File: src/mch_pkg.sv
// Purpose: Shared constants, channel state and frame step of the monitor channel handshake.
// Assumes: A frame of 24 link bits, framed by the frame sync on bit 0.
// Notes:   Both ends call the same frame step, so they keep the same protocol.
package mch_pkg;

   // Link frame layout.
   localparam int unsigned FRAME_BITS = 24;
   localparam logic [4:0]  LAST_BIT   = 5'h17;
   localparam int unsigned NCH        = 2;
   localparam int unsigned CH_STRIDE  = 10;
   localparam int unsigned POS_MX     = 8;
   localparam int unsigned POS_MR     = 9;

   // Synchroniser bit positions on the device end.
   localparam int unsigned L_CLK = 0;
   localparam int unsigned L_FS  = 1;
   localparam int unsigned L_DAT = 2;

   // Link clock divider on the peer end: half period in clk cycles, less one.
   localparam logic [3:0] LCLK_HALF_M1 = 4'h7;

   // Register byte addresses.
   localparam logic [7:0] A_CTRL  = 8'h00;
   localparam logic [7:0] A_TX0   = 8'h04;
   localparam logic [7:0] A_TX1   = 8'h08;
   localparam logic [7:0] A_RX0   = 8'h0C;
   localparam logic [7:0] A_RX1   = 8'h10;
   localparam logic [7:0] A_STAT  = 8'h14;
   localparam logic [7:0] A_MASK  = 8'h18;
   localparam logic [7:0] A_GSTAT = 8'h1C;

   // Control register fields; transmit and receive bits of channel c sit at 2*c and 2*c+1.
   localparam int unsigned C_TX   = 0;
   localparam int unsigned C_RX   = 1;
   localparam int unsigned C_IEN  = 4;
   localparam int unsigned C_TERM = 5;
   localparam logic [5:0]  CTRL_RST = 6'h00;

   // Event and status layout; channel c uses bits 4*c+3 .. 4*c.
   localparam int unsigned EV_RECV  = 0;
   localparam int unsigned EV_ACK   = 1;
   localparam int unsigned EV_END   = 2;
   localparam int unsigned EV_ABORT = 3;
   localparam logic [7:0]  RECV_ONLY = 8'h11;
   localparam logic [7:0]  STAT_RST  = 8'h00;
   localparam logic [7:0]  MASK_RST  = 8'h00;

   // Bus answers.
   localparam logic [1:0] RESP_OKAY   = 2'h0;
   localparam logic [1:0] RESP_SLVERR = 2'h2;

   typedef struct packed {
      logic mx;        // Transmit-valid bit sent, active low.
      logic wait_ack;  // Byte sent and not yet acknowledged.
      logic pend;      // New byte written, waiting to be marked.
      logic seen_ack;  // Receiver has acknowledged at least once.
      logic mr_in_p;   // Acknowledge bit seen in the previous frame.
      logic mr;        // Acknowledge bit sent, active low.
      logic need_ack;  // Received byte still to be acknowledged.
      logic mx_in_p;   // Transmit-valid bit seen in the previous frame.
      logic busy;      // A message is being received.
   } mch_chan_s;

   localparam mch_chan_s CHAN_RST = '{mx: 1'b1, wait_ack: 1'b0, pend: 1'b0, seen_ack: 1'b0,
                                      mr_in_p: 1'b1, mr: 1'b1, need_ack: 1'b0,
                                      mx_in_p: 1'b1, busy: 1'b0};

   // One frame of both halves of a channel.
   function automatic mch_chan_s mch_step(input mch_chan_s s, input logic tx_on,
                                          input logic rx_on, input logic unread,
                                          input logic mx_in, input logic mr_in,
                                          output logic [3:0] ev);
      mch_chan_s n;
      n  = s;
      ev = 4'h0;
      if (!tx_on) begin
         n.mx       = 1'b1;
         n.wait_ack = 1'b0;
         n.pend     = 1'b0;
         n.seen_ack = 1'b0;
      end else if (s.mx) begin
         n.mx       = 1'b0;
         n.wait_ack = 1'b1;
         n.pend     = 1'b0;
      end else if (s.pend && !s.wait_ack) begin
         n.mx = 1'b1;
      end
      if (tx_on && s.wait_ack && s.mr_in_p && !mr_in) begin
         n.wait_ack   = 1'b0;
         n.seen_ack   = 1'b1;
         ev[EV_ACK]   = 1'b1;
      end
      if (tx_on && s.seen_ack && s.mr_in_p && mr_in) begin
         n.seen_ack   = 1'b0;
         ev[EV_ABORT] = 1'b1;
      end
      n.mr_in_p = mr_in;
      if (s.mx_in_p && !mx_in) begin
         n.need_ack  = 1'b1;
         n.busy      = 1'b1;
         ev[EV_RECV] = 1'b1;
      end
      if (s.busy && s.mx_in_p && mx_in) begin
         n.busy     = 1'b0;
         n.need_ack = 1'b0;
         ev[EV_END] = 1'b1;
      end
      n.mx_in_p = mx_in;
      if (!rx_on) begin
         n.mr = 1'b1;
      end else if (s.need_ack && !unread) begin
         n.mr = ~s.mr;
         if (s.mr) begin
            n.need_ack = 1'b0;
         end
      end
      return n;
   endfunction

endpackage

File: src/mch_link_if.sv
// Purpose: Backplane link between the monitor controller and its peer.
// Assumes: The peer makes the link clock and frame sync.
// Notes:   All four wires are plain one-way signals.
`timescale 1ns/1ps
`default_nettype none
interface mch_link_if;
   logic lclk;
   logic fsync;
   logic dn;
   logic up;

   modport dev  (input lclk, input fsync, input up, output dn);
   modport peer (output lclk, output fsync, output up, input dn);
endinterface
`default_nettype wire

File: src/mch_dev.sv
// Purpose: Monitor channel handshake controller with an AXI4-Lite register slave.
// Assumes: Peer makes link clock and frame sync; both are sampled through two flip-flops.
// Notes:   One or two channels; the handshake itself has no timeout anywhere.
//
// The implementer's own choices: the register addresses and the AXI4-Lite register port.
`timescale 1ns/1ps
`default_nettype none
module mch_dev (
   // Clock and reset
   input  wire logic        clk,
   input  wire logic        rst_b,
   // AXI4-Lite slave
   input  wire logic [7:0]  s_axi_awaddr,
   input  wire logic        s_axi_awvalid,
   output logic             s_axi_awready,
   input  wire logic [31:0] s_axi_wdata,
   input  wire logic [3:0]  s_axi_wstrb,
   input  wire logic        s_axi_wvalid,
   output logic             s_axi_wready,
   output logic [1:0]       s_axi_bresp,
   output logic             s_axi_bvalid,
   input  wire logic        s_axi_bready,
   input  wire logic [7:0]  s_axi_araddr,
   input  wire logic        s_axi_arvalid,
   output logic             s_axi_arready,
   output logic [31:0]      s_axi_rdata,
   output logic [1:0]       s_axi_rresp,
   output logic             s_axi_rvalid,
   input  wire logic        s_axi_rready,
   // Interrupt
   output logic             irq,
   // Backplane link
   mch_link_if.dev          link
);

   logic [2:0]              sy1_q;
   logic [2:0]              sy2_q;
   logic                    lclk_p_q;
   logic                    rise;
   logic                    fall;
   logic [5:0]              ctrl_q, ctrl_d;
   logic [7:0]              txb_q [2];
   logic [7:0]              txb_d [2];
   logic [7:0]              rxb_q [2];
   logic [7:0]              rxb_d [2];
   logic [7:0]              stat_q, stat_d;
   logic [7:0]              mask_q, mask_d;
   logic [1:0]              unread_q, unread_d;
   mch_pkg::mch_chan_s      ch_q [2];
   mch_pkg::mch_chan_s      ch_d [2];
   logic [4:0]              idx_q, idx_d;
   logic [23:0]             sh_q, sh_d;
   logic [23:0]             ofr;
   logic                    done_q, done_d;
   logic                    dn_q, dn_d;
   logic                    aw_q, aw_d;
   logic [7:0]              awa_q, awa_d;
   logic                    w_q, w_d;
   logic [31:0]             wd_q, wd_d;
   logic                    ws_q, ws_d;
   logic                    bv_q, bv_d;
   logic [1:0]              br_q, br_d;
   logic                    rv_q, rv_d;
   logic [31:0]             rd_q, rd_d;
   logic [1:0]              rr_q, rr_d;
   logic [1:0]              en;
   logic [1:0]              act;

   // Link pins come from the peer's domain; only the second stage is read.
   always_ff @(posedge clk or negedge rst_b) begin
      if (!rst_b) begin
         sy1_q    <= 3'h0;
         sy2_q    <= 3'h0;
         lclk_p_q <= 1'b0;
      end else begin
         sy1_q    <= {link.up, link.fsync, link.lclk};
         sy2_q    <= sy1_q;
         lclk_p_q <= sy2_q[mch_pkg::L_CLK];
      end
   end

   assign rise = sy2_q[mch_pkg::L_CLK] & ~lclk_p_q;
   assign fall = ~sy2_q[mch_pkg::L_CLK] & lclk_p_q;

   always_comb begin
      en[0] = 1'b1;
      en[1] = ctrl_q[mch_pkg::C_TERM];
      ofr   = 24'hFF_FFFF;
      for (int c = 0; c < 2; c++) begin
         // A channel that does not exist leaves its slot idle for other devices.
         ofr[c*mch_pkg::CH_STRIDE +: 8]                 = en[c] ? txb_q[c] : 8'hFF;
         ofr[c*mch_pkg::CH_STRIDE + mch_pkg::POS_MX]    = ch_q[c].mx;
         ofr[c*mch_pkg::CH_STRIDE + mch_pkg::POS_MR]    = ch_q[c].mr;
         act[c] = en[c] & (~ch_q[c].mx | ~ch_q[c].mr | ch_q[c].busy);
      end
   end

   always_comb begin
      logic [3:0] ev;
      logic [7:0] set;
      logic [7:0] clr;
      logic [1:0] rdclr;
      logic       wr;
      ev       = 4'h0;
      set      = 8'h00;
      clr      = 8'h00;
      rdclr    = 2'h0;
      wr       = aw_q & w_q & ~bv_q;
      ctrl_d   = ctrl_q;
      txb_d    = txb_q;
      rxb_d    = rxb_q;
      mask_d   = mask_q;
      ch_d     = ch_q;
      idx_d    = idx_q;
      sh_d     = sh_q;
      done_d   = 1'b0;
      dn_d     = dn_q;
      aw_d     = aw_q;
      awa_d    = awa_q;
      w_d      = w_q;
      wd_d     = wd_q;
      ws_d     = ws_q;
      bv_d     = bv_q;
      br_d     = br_q;
      rv_d     = rv_q;
      rd_d     = rd_q;
      rr_d     = rr_q;
      // Link bit timing: sample on the rise, drive on the fall.
      if (rise) begin
         if (sy2_q[mch_pkg::L_FS]) begin
            sh_d[0] = sy2_q[mch_pkg::L_DAT];
            idx_d   = 5'h1;
         end else if (idx_q <= mch_pkg::LAST_BIT) begin
            sh_d[idx_q] = sy2_q[mch_pkg::L_DAT];
            if (idx_q == mch_pkg::LAST_BIT) begin
               idx_d  = 5'h0;
               done_d = 1'b1;
            end else begin
               idx_d = idx_q + 5'h1;
            end
         end
      end
      if (fall) begin
         dn_d = (idx_q <= mch_pkg::LAST_BIT) ? ofr[idx_q] : 1'b1;
      end
      // Bus write: address and data are taken in either order.
      if (s_axi_awvalid && !aw_q) begin
         aw_d  = 1'b1;
         awa_d = s_axi_awaddr;
      end
      if (s_axi_wvalid && !w_q) begin
         w_d  = 1'b1;
         wd_d = s_axi_wdata;
         ws_d = s_axi_wstrb[0];
      end
      if (bv_q && s_axi_bready) begin
         bv_d = 1'b0;
      end
      if (wr) begin
         aw_d = 1'b0;
         w_d  = 1'b0;
         bv_d = 1'b1;
         br_d = mch_pkg::RESP_OKAY;
         case ({awa_q[7:2], 2'h0})
            mch_pkg::A_CTRL:  if (ws_q) ctrl_d = wd_q[5:0];
            mch_pkg::A_TX0:   if (ws_q) txb_d[0] = wd_q[7:0];
            mch_pkg::A_TX1:   if (ws_q) txb_d[1] = wd_q[7:0];
            mch_pkg::A_STAT:  if (ws_q) clr = wd_q[7:0];
            mch_pkg::A_MASK:  if (ws_q) mask_d = wd_q[7:0];
            mch_pkg::A_RX0, mch_pkg::A_RX1, mch_pkg::A_GSTAT: br_d = mch_pkg::RESP_OKAY;
            default:          br_d = mch_pkg::RESP_SLVERR;
         endcase
      end
      // Bus read; reading a byte or the status has side effects.
      if (rv_q && s_axi_rready) begin
         rv_d = 1'b0;
      end
      if (s_axi_arvalid && !rv_q) begin
         rv_d = 1'b1;
         rr_d = mch_pkg::RESP_OKAY;
         rd_d = 32'h0000_0000;
         case ({s_axi_araddr[7:2], 2'h0})
            mch_pkg::A_CTRL:  rd_d[5:0] = ctrl_q;
            mch_pkg::A_TX0:   rd_d[7:0] = txb_q[0];
            mch_pkg::A_TX1:   rd_d[7:0] = txb_q[1];
            mch_pkg::A_RX0: begin
               rd_d[7:0] = rxb_q[0];
               rdclr[0]  = 1'b1;
            end
            mch_pkg::A_RX1: begin
               rd_d[7:0] = rxb_q[1];
               rdclr[1]  = 1'b1;
            end
            mch_pkg::A_STAT: begin
               rd_d[7:0] = stat_q;
               clr       = clr | stat_q;
            end
            mch_pkg::A_MASK:  rd_d[7:0] = mask_q;
            mch_pkg::A_GSTAT: rd_d[1:0] = act;
            default:          rr_d = mch_pkg::RESP_SLVERR;
         endcase
      end
      unread_d = unread_q & ~rdclr;
      // Frame step; no counter waits on software, so nothing can time out.
      if (done_q) begin
         for (int c = 0; c < 2; c++) begin
            ch_d[c] = mch_pkg::mch_step(ch_q[c],
                         ctrl_q[2*c + mch_pkg::C_TX] & en[c],
                         ctrl_q[2*c + mch_pkg::C_RX] & en[c],
                         unread_q[c],
                         sh_q[c*mch_pkg::CH_STRIDE + mch_pkg::POS_MX] | ~en[c],
                         sh_q[c*mch_pkg::CH_STRIDE + mch_pkg::POS_MR] | ~en[c],
                         ev);
            if (!en[c]) begin
               ev = 4'h0;
            end
            if (ev[mch_pkg::EV_RECV]) begin
               rxb_d[c]    = sh_q[c*mch_pkg::CH_STRIDE +: 8];
               unread_d[c] = 1'b1;
            end
            set[4*c +: 4] = ev;
         end
      end
      // A byte written while transmitting is marked in a later frame.
      for (int c = 0; c < 2; c++) begin
         if (wr && ws_q && ({awa_q[7:2], 2'h0} == (c == 0 ? mch_pkg::A_TX0 : mch_pkg::A_TX1))) begin
            ch_d[c].pend = 1'b1;
         end
      end
      stat_d = (stat_q & ~clr) | set;
   end

   always_ff @(posedge clk or negedge rst_b) begin
      if (!rst_b) begin
         ctrl_q   <= mch_pkg::CTRL_RST;
         txb_q    <= '{8'h00, 8'h00};
         rxb_q    <= '{8'h00, 8'h00};
         stat_q   <= mch_pkg::STAT_RST;
         mask_q   <= mch_pkg::MASK_RST;
         unread_q <= 2'h0;
         ch_q     <= '{mch_pkg::CHAN_RST, mch_pkg::CHAN_RST};
         idx_q    <= 5'h0;
         sh_q     <= 24'hFF_FFFF;
         done_q   <= 1'b0;
         dn_q     <= 1'b1;
         aw_q     <= 1'b0;
         awa_q    <= 8'h00;
         w_q      <= 1'b0;
         wd_q     <= 32'h0000_0000;
         ws_q     <= 1'b0;
         bv_q     <= 1'b0;
         br_q     <= mch_pkg::RESP_OKAY;
         rv_q     <= 1'b0;
         rd_q     <= 32'h0000_0000;
         rr_q     <= mch_pkg::RESP_OKAY;
      end else begin
         ctrl_q   <= ctrl_d;
         txb_q    <= txb_d;
         rxb_q    <= rxb_d;
         stat_q   <= stat_d;
         mask_q   <= mask_d;
         unread_q <= unread_d;
         ch_q     <= ch_d;
         idx_q    <= idx_d;
         sh_q     <= sh_d;
         done_q   <= done_d;
         dn_q     <= dn_d;
         aw_q     <= aw_d;
         awa_q    <= awa_d;
         w_q      <= w_d;
         wd_q     <= wd_d;
         ws_q     <= ws_d;
         bv_q     <= bv_d;
         br_q     <= br_d;
         rv_q     <= rv_d;
         rd_q     <= rd_d;
         rr_q     <= rr_d;
      end
   end

   assign s_axi_awready = ~aw_q;
   assign s_axi_wready  = ~w_q;
   assign s_axi_bvalid  = bv_q;
   assign s_axi_bresp   = br_q;
   assign s_axi_arready = ~rv_q;
   assign s_axi_rvalid  = rv_q;
   assign s_axi_rdata   = rd_q;
   assign s_axi_rresp   = rr_q;
   assign link.dn       = dn_q;
   // Unmasked data-received always reaches the line; the rest only once enabled.
   assign irq = |(stat_q & mask_q &
                  (ctrl_q[mch_pkg::C_IEN] ? 8'hFF : mch_pkg::RECV_ONLY));

endmodule // mch_dev
`default_nettype wire

File: src/flat_wrapper.sv
// flat-port wrapper written by rule: the top's interface ports become plain ports
module mch_dev_flat 
  (clk, rst_b, s_axi_awaddr, s_axi_awvalid, s_axi_awready, s_axi_wdata, s_axi_wstrb, s_axi_wvalid, s_axi_wready, s_axi_bresp, s_axi_bvalid, s_axi_bready, s_axi_araddr, s_axi_arvalid, s_axi_arready, s_axi_rdata, s_axi_rresp, s_axi_rvalid, s_axi_rready, irq, link_lclk, link_fsync, link_up, link_dn);
  mch_link_if link_i ();
  input  wire logic clk;
  input  wire logic rst_b;
  input  wire logic [7:0] s_axi_awaddr;
  input  wire logic s_axi_awvalid;
  output logic s_axi_awready;
  input  wire logic [31:0] s_axi_wdata;
  input  wire logic [3:0] s_axi_wstrb;
  input  wire logic s_axi_wvalid;
  output logic s_axi_wready;
  output logic [1:0] s_axi_bresp;
  output logic s_axi_bvalid;
  input  wire logic s_axi_bready;
  input  wire logic [7:0] s_axi_araddr;
  input  wire logic s_axi_arvalid;
  output logic s_axi_arready;
  output logic [31:0] s_axi_rdata;
  output logic [1:0] s_axi_rresp;
  output logic s_axi_rvalid;
  input  wire logic s_axi_rready;
  output logic irq;
  input wire logic [$bits(link_i.lclk)-1:0] link_lclk;
  input wire logic [$bits(link_i.fsync)-1:0] link_fsync;
  input wire logic [$bits(link_i.up)-1:0] link_up;
  output wire logic [$bits(link_i.dn)-1:0] link_dn;
  assign link_i.lclk = link_lclk;
  assign link_i.fsync = link_fsync;
  assign link_i.up = link_up;
  assign link_dn = link_i.dn;
  mch_dev u_core (.clk(clk), .rst_b(rst_b), .s_axi_awaddr(s_axi_awaddr), .s_axi_awvalid(s_axi_awvalid), .s_axi_awready(s_axi_awready), .s_axi_wdata(s_axi_wdata), .s_axi_wstrb(s_axi_wstrb), .s_axi_wvalid(s_axi_wvalid), .s_axi_wready(s_axi_wready), .s_axi_bresp(s_axi_bresp), .s_axi_bvalid(s_axi_bvalid), .s_axi_bready(s_axi_bready), .s_axi_araddr(s_axi_araddr), .s_axi_arvalid(s_axi_arvalid), .s_axi_arready(s_axi_arready), .s_axi_rdata(s_axi_rdata), .s_axi_rresp(s_axi_rresp), .s_axi_rvalid(s_axi_rvalid), .s_axi_rready(s_axi_rready), .irq(irq), .link(link_i));
endmodule
File: config.mk
export PLATFORM = sky130hd
export DESIGN_NAME = mch_dev_flat
export DESIGN_NICKNAME = d
export VERILOG_FILES = /design/src/mch_pkg.sv /design/src/mch_link_if.sv /design/src/mch_dev.sv /design/src/flat_wrapper.sv
export SDC_FILE = /design/constraint.sdc
export NUM_CORES = 1
export LEC_CHECK = 0
export BUFFER_PORTS_ARGS = -buffer_cell sky130_fd_sc_hd__buf_2
export CELL_PAD_IN_SITES_DETAIL_PLACEMENT = 1
export CELL_PAD_IN_SITES_GLOBAL_PLACEMENT = 1
export CORE_MARGIN = 2
export CORE_UTILIZATION = 40
export CTS_CLUSTER_SIZE = 10
export DETAILED_ROUTE_END_ITERATION = 6
export PLACE_DENSITY = 0.75
export REMOVE_ABC_BUFFERS = 1
export SETUP_SLACK_MARGIN = 0.2
export SKIP_CTS_REPAIR_TIMING = 1
export SLEW_MARGIN = 40
export SYNTH_ARGS = -nofsm -noshare
export SYNTH_HDL_FRONTEND = slang
export SYNTH_SLANG_ARGS = --single-unit
File: constraint.sdc
create_clock -name clk -period 4.4 [get_ports clk]
set_input_delay 0.44 -clock clk [delete_from_list [all_inputs] [get_ports clk]]
set_output_delay 0.44 -clock clk [all_outputs]
set_load 0.005 [all_outputs]
==> summary.md <==
| Metric | Value |
|---|---|
| Vias | 5009 |
| Placement Cell Area | 7000 um^2 |
| Area Growth Syn to Fin | 15.1% |
| Top Ports | 105 |
| DRC Markers | 0 |
| Yosys Warn Count | 0 |
| Initial Util | 40.5% |
| Pins Over Slew Limit | 0 |
| Yosys top cell by area | dfrtp_1 |
| Setup ws final | around 1800 ps |
| Fin area | between 7000 and 8000 um^2 |
| ANT cells | 0 |
| Setup Skew | roughly 5.1 ps |
| Worst path depth | 5 |
| Via density | 5.65 |
| First-pass GRT wire length | 30.1 mm |
| HP Class | input pin to register |
| Req. time, crit path | about 4800 ps |
| Mapped Area | about 6700 um^2 |
| Multi-input logic area | 2890 um^2 |
| Hold Crit Depth | 1 |
| Clk Latency, worst-skew pair | 420 ps |
| FP Rows | 47 |
| Number of synthesized flops with an enable pin | 0 |
| Run status | complete, no violations |
| Top cell type's share of synthesized area | 40.5% |
| Pwr Total | 0.00399 W |
| Unrepaired setup endpoints after global routing | false |
| Crit path time final | 2580 ps |
| Cell family with most CP delay | flip-flops |
| Gr ovfl total | 0 |
| Fill cells | 1799 |
| Commonest non-fill, non-tap cell in the layout | dfrtp_1 |
| Reg area | 3470 um^2 |
| Reg2reg path depth | 5 |
| Initial antenna violation count | 0 |
| CP Cell Sequence | ha_1 > and4b_1 > o21ai_0 > nand3_1 > mux2_2 |
| Initial DRC count | approximately 370 |
| Final Cycle Share | 58.6% |
| Number of setup violations in the final report | 0 |
| Routed WL | 18.3 mm |
| Slew margin rel. | between 40 and 50% |
| First-pass DRT Iterations | 5 |
| Leakage power | 3.45 nW |
| CORE AREA | approximately 16000 um^2 |
| Clock Sinks | 137 |
| Number of buffers added on ports | between 40 and 50 |
| Worst path max stage delay | roughly 710 ps |
| Final setup TNS | 0 ps |
| Max-Cap Viols | 0 |
| #FFs+latches synth | 137 |
| H-Tree Depth | 4 |
| Worst-path clk slew | roughly 60 ps |
| Antenna-violating nets left | 0 |
| Ys async rst share | 100% |
| Layout cell share with drive strength beyond 1 | 30.7% |
| Max VDD drop | 285 uV |
| Sequential area share after synthesis | roughly half |
| Wire length per cell | 20.6 um |
| Setup crit start kind | register |
| Cell variety after synth | 63 |
| CP Capture Type | register |
| CTS tree | built |
| Slowest cell on the critical path | dfrtp_1 |
| Area contributors post-synth | dfrtp_1 40%, mux2_2 12%, dfstp_2 11% |
| CTS buffer count | 17 |
| Fmax achieved | 388 MHz |
| Pre-CTS worst setup slack | 1870 ps |
| Syn avg cell area | 10.9 um^2 |
| Slew @ Worst Pin | roughly 800 ps |
| Overall Global Routing Usage | 22.0% |
| Die width | 133 um |
| Hold Fails Final Rpt | 0 |
| Total die area | ~18000 um^2 |
| Dpl hpwl | approximately 13 mm |
| WP buf/inv | 0 |
| Vias in the first global route | 5420 |
| Most common flop cell mapped by yosys | dfrtp_1 |
| Placer Congestion | 0.852 |
| Commonest cells after routing, fill and taps aside | 107 x dfrtp_1, 81 x nand2_1, 71 x mux2_2 |
| CP Data Arrival Time | 2930 ps |
| Nets@finish | 722 |
| Final std cells w/o fill | 887 |
| Clk buf depth | 2 |
| Syn Inst Count | between 600 and 700 |
| Pin count of the biggest net entering global routing | 111 |
| Power per cell area | 519 nW/um^2 |
| Placed Cells | ~860 |
| Root buffer selected by CTS | clkbuf_16 |
| CP Class | register to register |
| CP Max Fanout | 14 |
| Die Height | 133 um |
-- state kept, by name, indices dropped and copies added (netlist names), 2 cells and up --
name,cells
u_core.unread_q,2
u_core.idx_q,5
u_core.stat_q,8
u_core.rxb_q,16
u_core.mask_q,8
u_core.sy1_q,3
u_core.ctrl_q,6
u_core.ofr,8
u_core.txb_q,8
u_core.awa_q,6
u_core.wd_q,8
u_core.ch_q,18
u_core.s_axi_rdata,8
u_core.sh_q,20
u_core.sy2_q,3
-- cells in the mapped netlist (all sizes together), types with 4 or more instances --
cell type and instances:
o21ai 19, a21oi 15, mux2 71, nor4 5, nor3b 4, and3 15
dfrtp 108, nor2 28, a22oi 10, clkbuf 19, o22ai 4, nand2b 9
inv 33, nand3 11, a31o 7, nor3 22, a22o 4, dfstp 29
a31oi 9, buf 34, nor4b 5, nor2b 7, nand2 81, a221o 4
a2111oi 5, nand4 4, ha 4
-- area by class of cell --
type,count,share of cell area [%]
repair buffers,52,3.97
clock buffers,22,6.30
well taps,220,3.58
flip-flops and latches,137,45.1
inverters,33,1.61
multi-input cells,415,37.6
clock inverters,8,1.86
-- per-stage QoR --
step                util [%]  hold slack [ps]
finish                  46.7              124
global route            46.7              118
CTS                     46.3              113
detailed placement      42.5              338
global placement        42.5              334
floorplan                  -              144
-- path summary, 6_finish.rpt --
path | from | to | slack [ps]
hold / removal | link_lclk | u_core.sy1_q[0] | 120
setup reg to reg | u_core.idx_q[0] | u_core.sh_q[18] | 1820
hold reg to reg | u_core.sy1_q[1] | u_core.sy2_q[1] | 350
min in group asynchronous | rst_b | u_core.awa_q[7] | 570
setup / recovery | u_core.idx_q[0] | u_core.sh_q[18] | 1820
max in group asynchronous | rst_b | u_core.sh_q[14] | 3020
-- cells by family (layout without fill, tap and decap cells) --
| logic type | Yosys count | in the layout | share of synthesized area (%) |
|---|---|---|---|
| and+or+nand+nor | 205 | 205 | 16.4 |
| DFF | 137 | 137 | 51.9 |
| AOI/OAI and AO/OA | 104 | 104 | 11.0 |
| buffers and inverters | 86 | 115 | 6.54 |
| muxes | 76 | 76 | 13.3 |
| adders and majority gates | 4 | 4 | 0.750 |
| other | 1 | 26 | 0.0562 |
-- worst register-to-register path: stages, from the launching register on --
cell and delay [ps]:
dfrtp_1 710, ha_1 480, and4b_1 250, o21ai_0 540, nand3_1 210, mux2_2 320
-- per-layer routing --
| layer | track usage [%] | wire (um) |
|---|---|---|
| met4 | 9.28 | 527 |
| met1 | 27.9 | 7730 |
| met5 | 0 | 0 |
| met2 | 37.7 | 9330 |
| met3 | 3.65 | 667 |
-- power by group --
| part | internal (W) | switching, W | leakage [nW] |
|---|---|---|---|
| Combinational | 0.000308 | 0.000299 | 1.42 |
| Sequential | 0.00154 | 0.000319 | 1.72 |
| Clock | 0.000999 | 0.000529 | 0.308 |
| Total | 0.00285 | 0.00115 | 3.45 |
Note: power is estimated with default switching activity, not from simulation.
